`src/rtl/pshm_pkg.sv`:
```
// Contract
// - Free-run off: no sentence trigger until an external pulse arrived.
// - Free-run on: unsynchronised sentence trigger runs from reset.
// - An external pulse realigns the sentence trigger to it.
// - Free-run option resets to disabled.
// - Pulse output free until third external pulse, then phase-aligned.
// - Pulse output and trigger keep running when the reference vanishes.
// - Health word: one bit per fault, value is OR of active faults.
// - Lock mode and phase offset above 250 ns sets health bit 0x4.
// - Oscillator control voltage too high sets health bit 0x40.
// - Holdover sets health bit 0x10.
// - Health reads zero only when warm, locked and fault free.
// - Pulse offset measured and reported in units of 1E-10 s.
// - Oscillator loop lock reported as one bit, 0 off, 1 on.
// - Frequency error from offset change over 1000 s.
// - Serial link is 8 data bits, 1 stop, no parity, no flow control.
// - Baud selectable 9600..115200, restore gives 115200.
// - Switchable echo of received characters.
// - Switchable prompt string at start of each command line.
// - Fast loop bandwidth narrow, medium or wide; narrow by default.
// - Oscillator control reported as relative -100..+100 percent.
// - Oscillator control reported as absolute 0..5 V.
// - Powered-on hours counted and readable.
// - Restore command rewrites defaults and requests storage overwrite.
package pshm_pkg;
   localparam int CLK_HZ = 100_000_000;
   localparam int CLK_PERIOD_NS = 10;
   localparam int PHASE_LIMIT_NS = 250;
   localparam int PHASE_LIMIT_CYC = PHASE_LIMIT_NS / CLK_PERIOD_NS;
   localparam int TINT_RES_PS = 100;
   localparam int TINT_PER_CYC = CLK_PERIOD_NS * 1000 / TINT_RES_PS;
   localparam int FE_INTERVAL_S = 1000;
   localparam int HOUR_S = 3600;
   localparam int PPS_WIDTH_NS = 1000;
   localparam int PPS_WIDTH_CYC = PPS_WIDTH_NS / CLK_PERIOD_NS;
   localparam logic [1:0] SYNC_PULSES = 2'h3;
   localparam int ADDR_W = 8;
   localparam int DATA_W = 32;
   localparam int DIV_W = 16;
   localparam int HEALTH_W = 18;
   localparam int EFC_W = 16;
   localparam int EFC_REL_SPAN = 200;
   localparam int EFC_REL_OFS = 100;
   localparam int EFC_FULL_MV = 5000;
   localparam logic [ADDR_W-1:0] REG_CTRL = 8'h00;
   localparam logic [ADDR_W-1:0] REG_CMD = 8'h04;
   localparam logic [ADDR_W-1:0] REG_STATUS = 8'h08;
   localparam logic [ADDR_W-1:0] REG_HEALTH = 8'h0C;
   localparam logic [ADDR_W-1:0] REG_TINT = 8'h10;
   localparam logic [ADDR_W-1:0] REG_FREQ_ERR = 8'h14;
   localparam logic [ADDR_W-1:0] REG_EFC_REL = 8'h18;
   localparam logic [ADDR_W-1:0] REG_EFC_ABS = 8'h1C;
   localparam logic [ADDR_W-1:0] REG_HOURS = 8'h20;
   localparam logic [ADDR_W-1:0] REG_TXDATA = 8'h24;
   localparam logic [ADDR_W-1:0] REG_RXDATA = 8'h28;
   localparam int CB_FREE = 0;
   localparam int CB_ECHO = 1;
   localparam int CB_PROMPT = 2;
   localparam int CB_BW = 3;
   localparam int CB_BAUD = 5;
   localparam int CMD_RESTORE = 0;
   localparam int HB_WARMUP = 0;
   localparam int HB_UNLOCK = 1;
   localparam int HB_PHASE = 2;
   localparam int HB_HOLD = 4;
   localparam int HB_EFC = 6;
   localparam logic FREE_RST = 1'b0;
   localparam logic ECHO_RST = 1'b1;
   localparam logic PROMPT_RST = 1'b1;
   localparam logic [2:0] BAUD_SEL_RST = 3'h4;
   localparam logic [2:0] BAUD_SEL_MAX = 3'h4;
   localparam logic [3:0] FRAME_BITS = 4'hA;
   localparam logic [7:0] CHAR_CR = 8'h0D;
   localparam logic [2:0] PROMPT_LEN = 3'h5;
   typedef enum logic [1:0] {BW_NARROW, BW_MEDIUM, BW_WIDE} pshm_bw_t;
   typedef enum logic [1:0] {ST_WAIT, ST_COUNT, ST_SYNCED} pshm_sync_t;

   function automatic logic [DIV_W-1:0] baud_div(input logic [2:0] sel);
      case (sel)
         3'h0: baud_div = DIV_W'(CLK_HZ / 9600);
         3'h1: baud_div = DIV_W'(CLK_HZ / 19200);
         3'h2: baud_div = DIV_W'(CLK_HZ / 38400);
         3'h3: baud_div = DIV_W'(CLK_HZ / 57600);
         default: baud_div = DIV_W'(CLK_HZ / 115200);
      endcase
   endfunction : baud_div

   function automatic logic [7:0] prompt_char(input logic [2:0] idx);
      case (idx)
         3'h0: prompt_char = 8'h73;
         3'h1: prompt_char = 8'h63;
         3'h2: prompt_char = 8'h70;
         3'h3: prompt_char = 8'h69;
         default: prompt_char = 8'h3E;
      endcase
   endfunction : prompt_char
endpackage : pshm_pkg

```
`src/rtl/pshm_uart_if.sv`:
```
`timescale 1ns/1ps
interface pshm_uart_if;
   import pshm_pkg::*;
   logic ce;
   logic [DIV_W-1:0] div;
   logic tx_start;
   logic [7:0] tx_data;
   logic tx_busy;
   logic rx_valid;
   logic [7:0] rx_data;
   logic rx_lvl;
   logic tx_pin;
   modport core (output ce, div, tx_start, tx_data, rx_lvl,
                 input tx_busy, rx_valid, rx_data, tx_pin);
   modport phy (input ce, div, tx_start, tx_data, rx_lvl,
                output tx_busy, rx_valid, rx_data, tx_pin);
endinterface : pshm_uart_if

```
`src/rtl/pshm_uart.sv`:
```
`timescale 1ns/1ps
module pshm_uart (
   input wire logic mclk,
   input wire logic rst,
   pshm_uart_if.phy u
);
   import pshm_pkg::*;
   typedef enum logic {TX_IDLE, TX_SHIFT} pshm_tx_t;
   typedef enum logic {RX_IDLE, RX_DATA} pshm_rx_t;
   pshm_tx_t tx_st_ff;
   pshm_rx_t rx_st_ff;
   logic [9:0] tx_sh_ff;
   logic [3:0] tx_bits_ff, rx_bits_ff;
   logic [DIV_W-1:0] tx_tmr_ff, rx_tmr_ff;
   logic [7:0] rx_sh_ff, rx_data_ff;
   logic tx_pin_ff, rx_valid_ff;

   assign u.tx_busy = (tx_st_ff != TX_IDLE);
   assign u.tx_pin = tx_pin_ff;
   assign u.rx_valid = rx_valid_ff;
   assign u.rx_data = rx_data_ff;

   // start, 8 data lsb first, stop; no parity bit exists
   always_ff @(posedge mclk) begin
      if (rst) begin
         tx_st_ff <= TX_IDLE;
         tx_sh_ff <= 10'h3FF;
         tx_bits_ff <= 4'h0;
         tx_tmr_ff <= '0;
         tx_pin_ff <= 1'b1;
      end else if (u.ce) begin
         case (tx_st_ff)
            TX_IDLE: begin
               if (u.tx_start) begin
                  tx_sh_ff <= {1'b1, u.tx_data, 1'b0};
                  tx_bits_ff <= FRAME_BITS;
                  tx_tmr_ff <= '0;
                  tx_st_ff <= TX_SHIFT;
               end
            end
            default: begin
               if (tx_tmr_ff != '0) begin
                  tx_tmr_ff <= tx_tmr_ff - 1'b1;
               end else if (tx_bits_ff == 4'h0) begin
                  tx_st_ff <= TX_IDLE;
               end else begin
                  tx_pin_ff <= tx_sh_ff[0];
                  tx_sh_ff <= {1'b1, tx_sh_ff[9:1]};
                  tx_bits_ff <= tx_bits_ff - 1'b1;
                  tx_tmr_ff <= u.div - 1'b1;
               end
            end
         endcase
      end
   end

   // first sample mid start bit rejects glitches
   always_ff @(posedge mclk) begin
      if (rst) begin
         rx_st_ff <= RX_IDLE;
         rx_bits_ff <= 4'h0;
         rx_tmr_ff <= '0;
         rx_sh_ff <= 8'h00;
         rx_data_ff <= 8'h00;
         rx_valid_ff <= 1'b0;
      end else if (u.ce) begin
         rx_valid_ff <= 1'b0;
         case (rx_st_ff)
            RX_IDLE: begin
               if (!u.rx_lvl) begin
                  rx_tmr_ff <= {1'b0, u.div[DIV_W-1:1]};
                  rx_bits_ff <= FRAME_BITS;
                  rx_st_ff <= RX_DATA;
               end
            end
            default: begin
               if (rx_tmr_ff != '0) begin
                  rx_tmr_ff <= rx_tmr_ff - 1'b1;
               end else begin
                  rx_tmr_ff <= u.div - 1'b1;
                  rx_bits_ff <= rx_bits_ff - 1'b1;
                  if (rx_bits_ff == FRAME_BITS) begin
                     if (u.rx_lvl) begin
                        rx_st_ff <= RX_IDLE;
                     end
                  end else if (rx_bits_ff == 4'h1) begin
                     rx_st_ff <= RX_IDLE;
                     rx_valid_ff <= u.rx_lvl;
                     rx_data_ff <= rx_sh_ff;
                  end else begin
                     rx_sh_ff <= {u.rx_lvl, rx_sh_ff[7:1]};
                  end
               end
            end
         endcase
      end
   end
endmodule : pshm_uart

```
`src/rtl/pshm_top.sv`:
```
`timescale 1ns/1ps
module pshm_top #(
   parameter int SEC_CYCLES = pshm_pkg::CLK_HZ
) (
   input wire logic mclk,
   input wire logic rst,
   input wire logic ce,
   input wire logic [pshm_pkg::ADDR_W-1:0] reg_addr,
   input wire logic [pshm_pkg::DATA_W-1:0] reg_wdata,
   input wire logic reg_wr,
   input wire logic reg_rd,
   output logic [pshm_pkg::DATA_W-1:0] reg_rdata,
   input wire logic ext_pps_pin,
   input wire logic ser_rx_pin,
   output logic ser_tx_pin,
   output logic pps_out,
   output logic sentence_trig,
   input wire logic warmup_done,
   input wire logic osc_loop_locked,
   input wire logic holdover_active,
   input wire logic efc_too_high,
   input wire logic pps_lock_mode,
   input wire logic [pshm_pkg::EFC_W-1:0] osc_control_output,
   output pshm_pkg::pshm_bw_t fast_osc_loop_bandwidth,
   output logic nvm_restore
);
   import pshm_pkg::*;
   localparam int CW = $clog2(SEC_CYCLES);
   localparam int TW = (CW + 9 > DATA_W) ? CW + 9 : DATA_W + 1;
   localparam logic [CW-1:0] SEC_LAST = CW'(SEC_CYCLES - 1);
   localparam logic [CW-1:0] SEC_HALF = CW'(SEC_CYCLES / 2);
   localparam logic [CW:0] SEC_FULL = (CW + 1)'(SEC_CYCLES);
   localparam logic [CW-1:0] PPS_HIGH = CW'(PPS_WIDTH_CYC);
   localparam logic [CW:0] PHASE_LIM = (CW + 1)'(PHASE_LIMIT_CYC);
   localparam logic signed [8:0] TINT_K = 9'(TINT_PER_CYC);
   localparam logic signed [TW-1:0] T_MAX = TW'(32'sh7FFFFFFF);
   localparam logic signed [TW-1:0] T_MIN = TW'(32'sh80000000);
   localparam logic [9:0] FE_LAST = 10'(FE_INTERVAL_S - 1);
   localparam logic [11:0] HOUR_LAST = 12'(HOUR_S - 1);
   localparam logic [EFC_W+7:0] REL_K = (EFC_W + 8)'(EFC_REL_SPAN);
   localparam logic [7:0] REL_OFS = 8'(EFC_REL_OFS);
   localparam logic [EFC_W+12:0] ABS_K = (EFC_W + 13)'(EFC_FULL_MV);

   pshm_uart_if u ();

   pshm_uart uart_i (
      .mclk(mclk),
      .rst(rst),
      .u(u)
   );

   // pin synchronisers; stage one feeds only stage two
   logic pps_s1_ff, pps_s2_ff, pps_s3_ff, pps_lvl_ff;
   logic rx_s1_ff, rx_s2_ff, rx_s3_ff, rx_lvl_ff;
   logic ext_edge;

   always_ff @(posedge mclk) begin
      if (rst) begin
         pps_s1_ff <= 1'b0;
         pps_s2_ff <= 1'b0;
         pps_s3_ff <= 1'b0;
         pps_lvl_ff <= 1'b0;
         rx_s1_ff <= 1'b1;
         rx_s2_ff <= 1'b1;
         rx_s3_ff <= 1'b1;
         rx_lvl_ff <= 1'b1;
      end else if (ce) begin
         pps_s1_ff <= ext_pps_pin;
         pps_s2_ff <= pps_s1_ff;
         pps_s3_ff <= pps_s2_ff;
         rx_s1_ff <= ser_rx_pin;
         rx_s2_ff <= rx_s1_ff;
         rx_s3_ff <= rx_s2_ff;
         if (pps_s2_ff == pps_s3_ff) begin
            pps_lvl_ff <= pps_s3_ff;
         end
         if (rx_s2_ff == rx_s3_ff) begin
            rx_lvl_ff <= rx_s3_ff;
         end
      end
   end

   assign ext_edge = ce & pps_s2_ff & pps_s3_ff & ~pps_lvl_ff;

   // configuration
   logic free_run_ff, echo_en_ff, prompt_en_ff;
   logic [2:0] baud_sel_ff;
   pshm_bw_t bw_ff;
   logic restore_ff;
   logic wr_ctrl, wr_cmd, wr_tx, rd_rx;

   assign wr_ctrl = reg_wr && (reg_addr == REG_CTRL);
   assign wr_cmd = reg_wr && (reg_addr == REG_CMD) && reg_wdata[CMD_RESTORE];
   assign wr_tx = reg_wr && (reg_addr == REG_TXDATA);
   assign rd_rx = reg_rd && (reg_addr == REG_RXDATA);

   always_ff @(posedge mclk) begin
      if (rst || (ce && wr_cmd)) begin
         free_run_ff <= FREE_RST;
         echo_en_ff <= ECHO_RST;
         prompt_en_ff <= PROMPT_RST;
         baud_sel_ff <= BAUD_SEL_RST;
         bw_ff <= BW_NARROW;
      end else if (ce && wr_ctrl) begin
         free_run_ff <= reg_wdata[CB_FREE];
         echo_en_ff <= reg_wdata[CB_ECHO];
         prompt_en_ff <= reg_wdata[CB_PROMPT];
         // unsupported codes leave the setting alone
         if (reg_wdata[CB_BW+1:CB_BW] <= 2'(BW_WIDE)) begin
            bw_ff <= pshm_bw_t'(reg_wdata[CB_BW+1:CB_BW]);
         end
         if (reg_wdata[CB_BAUD+2:CB_BAUD] <= BAUD_SEL_MAX) begin
            baud_sel_ff <= reg_wdata[CB_BAUD+2:CB_BAUD];
         end
      end
   end

   // one-cycle request to the storage controller
   always_ff @(posedge mclk) begin
      if (rst) begin
         restore_ff <= 1'b0;
      end else if (ce) begin
         restore_ff <= wr_cmd;
      end
   end

   assign nvm_restore = restore_ff;
   assign fast_osc_loop_bandwidth = bw_ff;

   // synchronisation state
   pshm_sync_t sync_st_ff;
   logic [1:0] ext_cnt_ff;
   logic align;

   assign align = ext_edge && (sync_st_ff == ST_SYNCED ||
                               ext_cnt_ff == SYNC_PULSES - 2'h1);

   always_ff @(posedge mclk) begin
      if (rst) begin
         sync_st_ff <= ST_WAIT;
         ext_cnt_ff <= 2'h0;
      end else if (ext_edge) begin
         if (ext_cnt_ff != SYNC_PULSES) begin
            ext_cnt_ff <= ext_cnt_ff + 2'h1;
         end
         case (sync_st_ff)
            ST_WAIT: sync_st_ff <= ST_COUNT;
            ST_COUNT: begin
               if (align) begin
                  sync_st_ff <= ST_SYNCED;
               end
            end
            default: sync_st_ff <= ST_SYNCED;
         endcase
      end
   end

   // sentence trigger and pulse output timebases wrap each second; ext_edge and align restart them
   logic [CW-1:0] trig_cnt_ff, pps_cnt_ff;
   logic trig_ff, pps_ff, trig_run, trig_wrap, pps_wrap;

   assign trig_wrap = (trig_cnt_ff == SEC_LAST);
   assign pps_wrap = (pps_cnt_ff == SEC_LAST);
   assign trig_run = free_run_ff || (sync_st_ff != ST_WAIT) || ext_edge;

   always_ff @(posedge mclk) begin
      if (rst) begin
         trig_cnt_ff <= '0;
         trig_ff <= 1'b0;
      end else if (ce) begin
         if (ext_edge || trig_wrap) begin
            trig_cnt_ff <= '0;
         end else begin
            trig_cnt_ff <= trig_cnt_ff + 1'b1;
         end
         trig_ff <= trig_run && (ext_edge || trig_wrap);
      end
   end

   always_ff @(posedge mclk) begin
      if (rst) begin
         pps_cnt_ff <= '0;
         pps_ff <= 1'b0;
      end else if (ce) begin
         if (align || pps_wrap) begin
            pps_cnt_ff <= '0;
            pps_ff <= 1'b1;
         end else begin
            pps_cnt_ff <= pps_cnt_ff + 1'b1;
            pps_ff <= (pps_cnt_ff + 1'b1) < PPS_HIGH;
         end
      end
   end

   assign sentence_trig = trig_ff;
   assign pps_out = pps_ff;

   // offset: positive when the own pulse came first
   logic signed [CW:0] offset;
   logic [CW:0] offset_mag;
   logic signed [TW-1:0] tint_wide;
   logic signed [DATA_W-1:0] tint_sat;

   always_comb begin
      if (pps_cnt_ff < SEC_HALF) begin
         offset = $signed({1'b0, pps_cnt_ff});
      end else begin
         offset = $signed({1'b0, pps_cnt_ff}) - $signed(SEC_FULL);
      end
      offset_mag = (offset < 0) ? (CW + 1)'(-offset) : (CW + 1)'(offset);
      tint_wide = TW'(offset) * TW'(TINT_K);
      if (tint_wide > T_MAX) begin
         tint_sat = 32'sh7FFFFFFF;
      end else if (tint_wide < T_MIN) begin
         tint_sat = 32'sh80000000;
      end else begin
         tint_sat = tint_wide[DATA_W-1:0];
      end
   end

   logic signed [DATA_W-1:0] tint_ff, tint_ref_ff, freq_err_ff;
   logic [9:0] fe_cnt_ff;
   logic phase_bad_ff;

   always_ff @(posedge mclk) begin
      if (rst) begin
         tint_ff <= '0;
         phase_bad_ff <= 1'b0;
      end else if (ext_edge) begin
         tint_ff <= tint_sat;
         phase_bad_ff <= offset_mag > PHASE_LIM;
      end
   end

   // offset change across the window; software divides by its length
   always_ff @(posedge mclk) begin
      if (rst) begin
         tint_ref_ff <= '0;
         freq_err_ff <= '0;
         fe_cnt_ff <= '0;
      end else if (ext_edge) begin
         if (fe_cnt_ff == FE_LAST) begin
            fe_cnt_ff <= '0;
            freq_err_ff <= tint_sat - tint_ref_ff;
            tint_ref_ff <= tint_sat;
         end else begin
            fe_cnt_ff <= fe_cnt_ff + 10'h1;
         end
      end
   end

   // health word; each fault owns one bit
   logic [HEALTH_W-1:0] health;

   always_comb begin
      health = '0;
      health[HB_WARMUP] = ~warmup_done;
      health[HB_UNLOCK] = ~osc_loop_locked;
      health[HB_PHASE] = pps_lock_mode & phase_bad_ff;
      health[HB_HOLD] = holdover_active;
      health[HB_EFC] = efc_too_high;
   end

   // control output scaling
   logic signed [DATA_W-1:0] efc_rel_ff;
   logic [DATA_W-1:0] efc_abs_ff;
   logic [EFC_W+7:0] rel_prod;
   logic [EFC_W+12:0] abs_prod;

   assign rel_prod = (EFC_W + 8)'(osc_control_output) * REL_K;
   assign abs_prod = (EFC_W + 13)'(osc_control_output) * ABS_K;

   always_ff @(posedge mclk) begin
      if (rst) begin
         efc_rel_ff <= '0;
         efc_abs_ff <= '0;
      end else if (ce) begin
         efc_rel_ff <= $signed({24'h000000, rel_prod[EFC_W+7:EFC_W]}) -
                       $signed({24'h000000, REL_OFS});
         efc_abs_ff <= DATA_W'(abs_prod[EFC_W+12:EFC_W]);
      end
   end

   // lifetime counter ticks on each wrap of the pulse output timebase
   logic [11:0] hour_sec_ff;
   logic [DATA_W-1:0] hours_ff;

   always_ff @(posedge mclk) begin
      if (rst) begin
         hour_sec_ff <= '0;
         hours_ff <= '0;
      end else if (ce && pps_wrap) begin
         if (hour_sec_ff == HOUR_LAST) begin
            hour_sec_ff <= '0;
            hours_ff <= hours_ff + 1'b1;
         end else begin
            hour_sec_ff <= hour_sec_ff + 12'h001;
         end
      end
   end

   // serial side: echo first, then prompt, then software byte
   logic [7:0] rx_byte_ff, echo_byte_ff, sw_byte_ff;
   logic rx_avail_ff, echo_pend_ff, sw_pend_ff;
   logic [2:0] prompt_left_ff;
   logic tx_go, take_echo, take_prompt, take_sw;

   assign tx_go = ce && !u.tx_busy;
   assign take_echo = tx_go && echo_pend_ff;
   assign take_prompt = tx_go && !echo_pend_ff && (prompt_left_ff != 3'h0);
   assign take_sw = tx_go && !echo_pend_ff && (prompt_left_ff == 3'h0) &&
                    sw_pend_ff;

   always_comb begin
      u.tx_start = take_echo || take_prompt || take_sw;
      if (echo_pend_ff) begin
         u.tx_data = echo_byte_ff;
      end else if (prompt_left_ff != 3'h0) begin
         u.tx_data = prompt_char(PROMPT_LEN - prompt_left_ff);
      end else begin
         u.tx_data = sw_byte_ff;
      end
   end

   assign u.ce = ce;
   assign u.div = baud_div(baud_sel_ff);
   assign u.rx_lvl = rx_lvl_ff;
   assign ser_tx_pin = u.tx_pin;

   always_ff @(posedge mclk) begin
      if (rst) begin
         rx_byte_ff <= 8'h00;
         rx_avail_ff <= 1'b0;
         echo_byte_ff <= 8'h00;
         echo_pend_ff <= 1'b0;
      end else if (ce) begin
         if (u.rx_valid) begin
            rx_byte_ff <= u.rx_data;
            rx_avail_ff <= 1'b1; // arrival beats a same-cycle read
         end else if (rd_rx) begin
            rx_avail_ff <= 1'b0;
         end
         // a byte arriving while one waits replaces it
         if (u.rx_valid && echo_en_ff) begin
            echo_byte_ff <= u.rx_data;
            echo_pend_ff <= 1'b1;
         end else if (take_echo) begin
            echo_pend_ff <= 1'b0;
         end
      end
   end

   always_ff @(posedge mclk) begin
      if (rst) begin
         prompt_left_ff <= 3'h0;
         sw_byte_ff <= 8'h00;
         sw_pend_ff <= 1'b0;
      end else if (ce) begin
         if (u.rx_valid && prompt_en_ff && u.rx_data == CHAR_CR) begin
            prompt_left_ff <= PROMPT_LEN;
         end else if (take_prompt) begin
            prompt_left_ff <= prompt_left_ff - 3'h1;
         end
         if (wr_tx && !sw_pend_ff) begin
            sw_byte_ff <= reg_wdata[7:0];
            sw_pend_ff <= 1'b1;
         end else if (take_sw) begin
            sw_pend_ff <= 1'b0;
         end
      end
   end

   // register reads; data stands for one cycle only
   logic [DATA_W-1:0] rdata_ff;

   always_ff @(posedge mclk) begin
      if (rst) begin
         rdata_ff <= '0;
      end else if (ce) begin
         rdata_ff <= '0;
         if (reg_rd) begin
            if (reg_addr == REG_CTRL) begin
               rdata_ff <= DATA_W'({baud_sel_ff, bw_ff, prompt_en_ff,
                                    echo_en_ff, free_run_ff});
            end else if (reg_addr == REG_STATUS) begin
               rdata_ff <= DATA_W'({prompt_left_ff != 3'h0, sw_pend_ff,
                                    rx_avail_ff, sync_st_ff == ST_SYNCED,
                                    sync_st_ff != ST_WAIT,
                                    osc_loop_locked});
            end else if (reg_addr == REG_HEALTH) begin
               rdata_ff <= DATA_W'(health);
            end else if (reg_addr == REG_TINT) begin
               rdata_ff <= tint_ff;
            end else if (reg_addr == REG_FREQ_ERR) begin
               rdata_ff <= freq_err_ff;
            end else if (reg_addr == REG_EFC_REL) begin
               rdata_ff <= efc_rel_ff;
            end else if (reg_addr == REG_EFC_ABS) begin
               rdata_ff <= efc_abs_ff;
            end else if (reg_addr == REG_HOURS) begin
               rdata_ff <= hours_ff;
            end else if (reg_addr == REG_RXDATA) begin
               rdata_ff <= DATA_W'(rx_byte_ff);
            end
         end
      end
   end

   assign reg_rdata = rdata_ff;
endmodule : pshm_top

```
`config.mk`:
```
export PLATFORM = sky130hd
export DESIGN_NAME = pshm_top
export DESIGN_NICKNAME = d
export VERILOG_FILES = /design/src/rtl/pshm_pkg.sv /design/src/rtl/pshm_uart_if.sv /design/src/rtl/pshm_uart.sv /design/src/rtl/pshm_top.sv
export SDC_FILE = /design/constraint.sdc
export NUM_CORES = 1
export LEC_CHECK = 0
export BUFFER_PORTS_ARGS = -buffer_cell sky130_fd_sc_hd__buf_2
export CAP_MARGIN = 5
export CORE_UTILIZATION = 55
export DETAILED_ROUTE_END_ITERATION = 16
export PLACE_DENSITY = 0.72
export RECOVER_POWER = 25
export SYNTH_ARGS = -nofsm -noshare
export SYNTH_HDL_FRONTEND = slang
export SYNTH_SLANG_ARGS = --single-unit
```
`constraint.sdc`:
```
create_clock -name mclk -period 10.5 [get_ports mclk]
set_input_delay 1.575 -clock mclk [delete_from_list [all_inputs] [get_ports mclk]]
set_output_delay 1.575 -clock mclk [all_outputs]
set_load 0.02 [all_outputs]
```
# == Word-level counts from Yosys, hierarchy flattened ==
# Cells that the tools add are included.
# word_totals
register_bits,405
in_bits,68
out_inout_bits,38
wordCells,255
# op_classes
addsub,17
n_mul,3
n_lt_le_gt_ge,8
eq_ne,35
mux,64
bitwise_logic,12
reduce_logical,68
# ops
operator,count
$mux 32,11
$mux 16,7
$mux 28,2
$pmux 14 s4,1
$add 27x1->27 const B,2
$eq 27x27->1 const B,2
$mux 27,2
$mux 10,5
$gt 36x32->1 const B,1
$lt 36x32->1 const B,1
$mul 28x6->34 const B,1
$add 32x1->32 const B,1
$eq 8x5->1 const B,4
$reduce_and 2->1,16
$reduce_bool 16->1,2
$sub 16x1->16 const B,2
$sub 32x32->32,1
$gt 28x5->1 const B,1
$lt 28x1->1 const B,1
$mux 4,7
$neg 28->28,1
$pmux 7 s4,1
$sub 27x27->28 const B,1
$lt 27x26->1 const B,1
48 further kinds,133

# == Depth between registers and ports, before layout ==
# depth
depth_word,11
depth_mapped,42
ltp_nobuf,38

# == Hierarchy ==
# From an unflattened synthesis, not the netlist that was laid out.
# unflattened
cells_unflattened,3539
area_unflattened_um2,27756.6
# by_module_without_submodules
mod,instances,cells_each,area_each_um2,seq_area_each_um2
pshm_top,1,3022,23709.0,6206.0
pshm_uart,1,517,4047.6,1381.3

# == Least setup slack after synthesis ==
# No wires, ideal clock.
# synth_timing
path_kind,reg-to-reg
startpoint,register pps_cnt_ff[8]
endpoint,register freq_err_ff[29]
setup_ns,0.062
t_arrival_ns,8.859
t_required_ns,10.438
setup_slack_ns,1.579
path_stages_with_launch,40
n_path_buf,4
synth_period_minus_slack_ns,8.921
cell_sequence,dfxtp_1 buf_1 inv_1 ha_1 or4b_4 a21o_1 a21oi_2 nor3_1 nand3_1 xnor2_1 ha_1 inv_1 fa_1 inv_1 ha_1 ha_1 clkbuf_2 nand4_1 [... 4 more ...] o41ai_4 inv_2 buf_2 buf_6 a21oi_2 inv_1 ha_1 a21oi_1 o21bai_1 a21oi_1 o21bai_1 a221o_1 a31o_2 a211o_1 a31o_1 a221o_1 a2111o_1 nand3_1
# synth_via
elab_cells_between_ends,9
classes_between,add/sub: 2; mul: 1; order compare: 3; mux: 3
# synth_rtl
item,line_no,source
from (decl),pshm_top.sv:159,"logic [CW-1:0] trig_cnt_ff, pps_cnt_ff;"
from (signal assigned),pshm_top.sv:189,pps_cnt_ff <= pps_cnt_ff + 1'b1;
$sub 27x27->28 / $lt 27x26->1 (equally long branches),"pshm_top.sv:208, pshm_top.sv:205",
$mux 28 (*),pshm_top.sv:205,if (pps_cnt_ff < SEC_HALF) begin
$mul 28x6->34 (*),pshm_top.sv:211,tint_wide = TW'(offset) * TW'(TINT_K);
$gt 36x32->1 (*),pshm_top.sv:212,if (tint_wide > T_MAX) begin
$mux 32 (*),pshm_top.sv:212,
named net tint_sat[0],pshm_top.sv:202,logic signed [DATA_W-1:0] tint_sat;
$sub 32x32->32 (*),pshm_top.sv:244,freq_err_ff <= tint_sat - tint_ref_ff;
to (signal assigned),pshm_top.sv:244,
to (decl),pshm_top.sv:221,"logic signed [DATA_W-1:0] tint_ff, tint_ref_ff, freq_err_ff;"
# Mark *: on every way through the listed nets, which the timed path passes. The rest lies on a longest branch.
# A chain may end at the register's enable or synchronous reset.

# == Worst setup path in the final report ==
# layout_timing
startpoint,register pps_cnt_ff[19]
endpoint,register freq_err_ff[29]
# layout_via
elab_chain_len,7
elab_cells_between_ends,9
classes_between,add/sub: 2; mul: 1; order compare: 3; mux: 3
# layout_lines
item,line_no,source
$sub 27x27->28 / $lt 27x26->1 (equally long branches),"pshm_top.sv:208, pshm_top.sv:205",
$mux 28 (*),pshm_top.sv:205,
$mul 28x6->34 (*),pshm_top.sv:211,
$lt 36x32->1,pshm_top.sv:214,end else if (tint_wide < T_MIN) begin
$mux 32,pshm_top.sv:214,
$mux 32 (*),pshm_top.sv:212,
named net tint_sat[6],pshm_top.sv:202,
$sub 32x32->32 (*),pshm_top.sv:244,
# Marked as above.

==> impl.org <==
** Timing
- After layout, the minimum clock period comes to 9.72 ns.
- Between clock sinks in the finished design, the worst skew comes to just over 0.03 ns.
- Slew headroom :: -2.39
- Setup slack closes at slightly below 0.8 ns.
- In the final timing run, aggregate negative setup slack is 0 ns.
- Final Cycle Share :: 0.925
- Max-slew violation total from the final report :: 334
- Setup violations remaining at the end of the flow were counted as 0.
- Hold timing on the final database bottoms out at a slack of approximately 0.43 ns.
- Final count of hold timing violations :: 0
- Static timing analysis puts the maximum clock frequency at ~100 MHz.
- Setup repair after global routing left no endpoint under its margin.
- Tightest Pin Transition :: between 5 and 6 ns

** Critical path
- The worst setup path is of the reg2reg kind.
- Among cell families on the critical path, the largest total delay comes from compound AO/OA/AOI/OAI gates.
- Arrival time at the worst endpoint :: slightly above 10 ns
- STA classifies the critical path startpoint as a flip-flop.
- The worst setup path is captured at a flip-flop.
- Together, buffers and inverters on the worst path number 4.
- Data required time at the worst endpoint :: between 10 and 15 ns
- Highest fanout seen on the critical path :: 17
- The most numerous cell type found on the critical path is sky130_fd_sc_hd__ha_1.
- For this run, the slowest stage of the critical path takes approximately 0.7 ns.
- Cell with the biggest individual delay on the critical path :: sky130_fd_sc_hd__dfxtp_1

** Clocking
- CTS saw 379 sinks.
- The clock passes through at most 3 buffers.
- CTS Root Cell :: sky130_fd_sc_hd__clkbuf_16
- Number of H-tree levels :: 2
- Buffers inserted to repair hold after CTS numbered 0.
- For the worst-skew pair, the clock arrives at the later sink with an insertion delay of 0.58 ns.
- TritonCTS built the clock tree.
- Number of setup buffers added after CTS :: 0
- Number of gates resized after cts :: 0
- After clock tree synthesis, the clock-pin slew on the worst setup and hold paths is around 0.060 ns.
- Num CTS Buffers :: 44

** Power and ir drop
- Power density over the cells :: 136 mW/mm^2
- Design Power :: 4.07 mW
- Leak Pwr :: 13.3 nW
- IR analysis of the VDD net gives a maximum drop of 0.125 mV.

** Placement
- Last weighted congestion value of the routability-driven placer :: slightly above 0.9
- Input and output buffers added on the ports amount to 81.
- Prior to clock tree synthesis, the placed netlist has a worst setup slack of between 0.6 and 0.7 ns.
- Half-perimeter wire length of the detailed placement result :: 52100 um
- Including well taps, the total number of placed cells is 4094.
- Cell area after placement :: roughly 0.028 sq mm

** Floorplanning
- The floorplan step defined a die boundary enclosing about 0.051 sq mm.
- The core region is 0.0492 sq mm.
- Top-level I/O count :: about 110
- Initial Utilization :: 0.561
- DIE HEIGHT :: between 200 and 250 um
- Standard-cell row count :: 81
- From left edge to right edge, the die measures 226 um.

** Synth
- Top_reg_cell synth :: sky130_fd_sc_hd__dfxtp_1
- The share of synthesized area in the top cell type comes to 0.275.
- Gate count after technology mapping :: 3491
- Largest cells by area after synthesis :: sky130_fd_sc_hd__dfxtp_1 28%, sky130_fd_sc_hd__ha_1 13%, sky130_fd_sc_hd__nor2_1 5.4%, sky130_fd_sc_hd__a21oi_1 5.3%, sky130_fd_sc_hd__nand2_1 4.5%
- For this run, the number of Yosys warnings is 0.
- Synthesized net count :: 3893
- The synthesized design contains 0 enable-type register cells.
- In this run the mean area of a mapped cell was 7.90 sq um.
- The share of the Yosys chip area taken by registers is 0.275.
- Post-synthesis instance area :: 0.0276 sq mm
- Cell type contributing the most total cell area after synthesis :: sky130_fd_sc_hd__dfxtp_1
- Distinct cells, synth :: 108
- In the synthesized netlist the async set-or-reset flop fraction comes to 0.
- Register bit count reported by yosys :: 379

** Run status
- The run finished, with violations left.
- Violated checks :: max-capacitance violations, max-slew violations

** Global routing
- Number of antenna violations at the first check in global routing :: 4
- The via count of the first global-routing pass is 23200.
- For this run, the total global-route usage over all layers was measured as 0.272.
- Overflow after GRT :: 0
- The first global-routing pass estimated 115000 um of wire.
- Largest net degree at the start of global routing :: 220

** Finish
- Final design area excluding fillers :: 0.0298 sq mm
- From synthesis to final layout, the design area changed by 8.17%.
- Final non-filler cell total :: roughly 4200
- Measured on the finished design, the core utilization comes to 0.607.
- In the final layout, the share of cells above drive strength 1 is 0.0638.
- Number of filler cells placed in the layout :: 4438
- For this run, the post-layout net count is roughly 3900.

** Route
- In this run the remaining antenna-violating nets after routing total 0.
- In the final routed layout, each cell accounts on average for approximately 17 um.
- In this run, the number of DRC markers left after iteration 0 of detailed routing was a little over 2000.
- Routed WL :: 70300 um
- Before antenna repair, the detailed router went through 7 iterations.
- Residual DRC :: 0
- The routed layout has between 20000 and 25000 vias.
- Vias per Instance :: 5.88

** Min path
- Worst min-delay path class :: reg2reg

** Run
- The tool flagged a number of max-cap violations equal to 2.
==> flip-flops by register name, indices dropped and copies added, names as in the netlist, 4 cells and up <==
signal	count
echo_byte_ff	8
efc_abs_ff	13
efc_rel_ff	9
fe_cnt_ff	10
freq_err_ff	32
hour_sec_ff	12
hours_ff	32
pps_cnt_ff	27
reg_rdata	32
rx_byte_ff	8
sw_byte_ff	8
tint_ff	31
tint_ref_ff	31
trig_cnt_ff	27
uart_i.rx_bits_ff	4
uart_i.rx_sh_ff	8
uart_i.rx_tmr_ff	16
uart_i.tx_bits_ff	4
uart_i.tx_sh_ff	9
uart_i.tx_tmr_ff	16
uart_i.u.rx_data	8
==> cell families after synthesis <==
family	synth area share
xor+xnor	0.0648
simple gates	0.198
fa+ha+maj	0.167
compound gates	0.207
mux	0.0199
buf+inv	0.0683
flops	0.275
==> power by group <==
part           switching (mW)  internal, mW
clock                   0.632         0.952
sequential             0.0372          1.48
combinational           0.561         0.407
==> path summary, 6_finish.rpt <==
check | from | endpoint | slack, ns | depth (start not counted)
min | uart_i.tx_sh_ff[1]$_SDFFE_PP1P_ | uart_i.tx_sh_ff[1]$_SDFFE_PP1P_ | 0.43 | 2
min reg2reg | uart_i.tx_sh_ff[1]$_SDFFE_PP1P_ | uart_i.tx_sh_ff[1]$_SDFFE_PP1P_ | 0.43 | 2
max reg2reg | pps_cnt_ff[19]$_SDFFE_PP0P_ | freq_err_ff[29]$_SDFFE_PP0P_ | 0.78 | 34
max | pps_cnt_ff[19]$_SDFFE_PP0P_ | freq_err_ff[29]$_SDFFE_PP0P_ | 0.78 | 34
==> final cells by class <==
class | instances | area, sq um | area share
antenna | 2 | 5.00 | 0.000168
inverter | 305 | 1150 | 0.0385
multi-input combinational | 2633 | 18100 | 0.608
timing repair buffer | 113 | 597 | 0.0200
clock buffer | 61 | 1280 | 0.0428
sequential | 379 | 7590 | 0.254
clock inverter | 18 | 243 | 0.00814
tap | 664 | 831 | 0.0279
==> cell usage after synthesis (all sizes together) (76+ instances only) <==
cell type  instances
xnor2            100
xor2             101
nor2             399
nand2            335
o21ai            159
dfxtp            379
a211oi            76
a21oi            310
ha               280
nor3              77
inv              305
clkbuf           143
==> cells in the final DEF, fill, tap and decap left out, drive strengths merged, types with 26 or more instances in the layout <==
cell,instances
a211oi,76
mux2i,54
nand3,64
inv,306
nor2b,27
xor2,101
nand2,335
xnor2,100
a21o,52
o21ai,159
and3,45
nor3,77
ha,280
dfxtp,379
nor2,399
a22oi,62
fa,54
nand4,39
nand2b,34
a31oi,26
or3,33
a21oi,310
buf,73
clkbuf,101
==> worst reg2reg max path, delay by kind of cell, from the launching register on <==
family,cells,cell delay [ns]
AO/OA/AOI/OAI,20,5.88
adder cells (fa/ha/maj),5,1.67
flip-flops,1,0.69
AND/OR/NAND/NOR,4,0.62
buffers and inverters,4,0.48
XOR/XNOR,1,0.35
==> metal layers <==
metal  global-route usage  vias up  wire length, um
met2                0.446      666            32300
met5                    0        -               23
met4               0.0814        4             1720
li1                     -    12200                -
met3               0.0342      129             4010
met1                0.373    11600            32200
No activity file was read; power rests on OpenSTA's default activity.
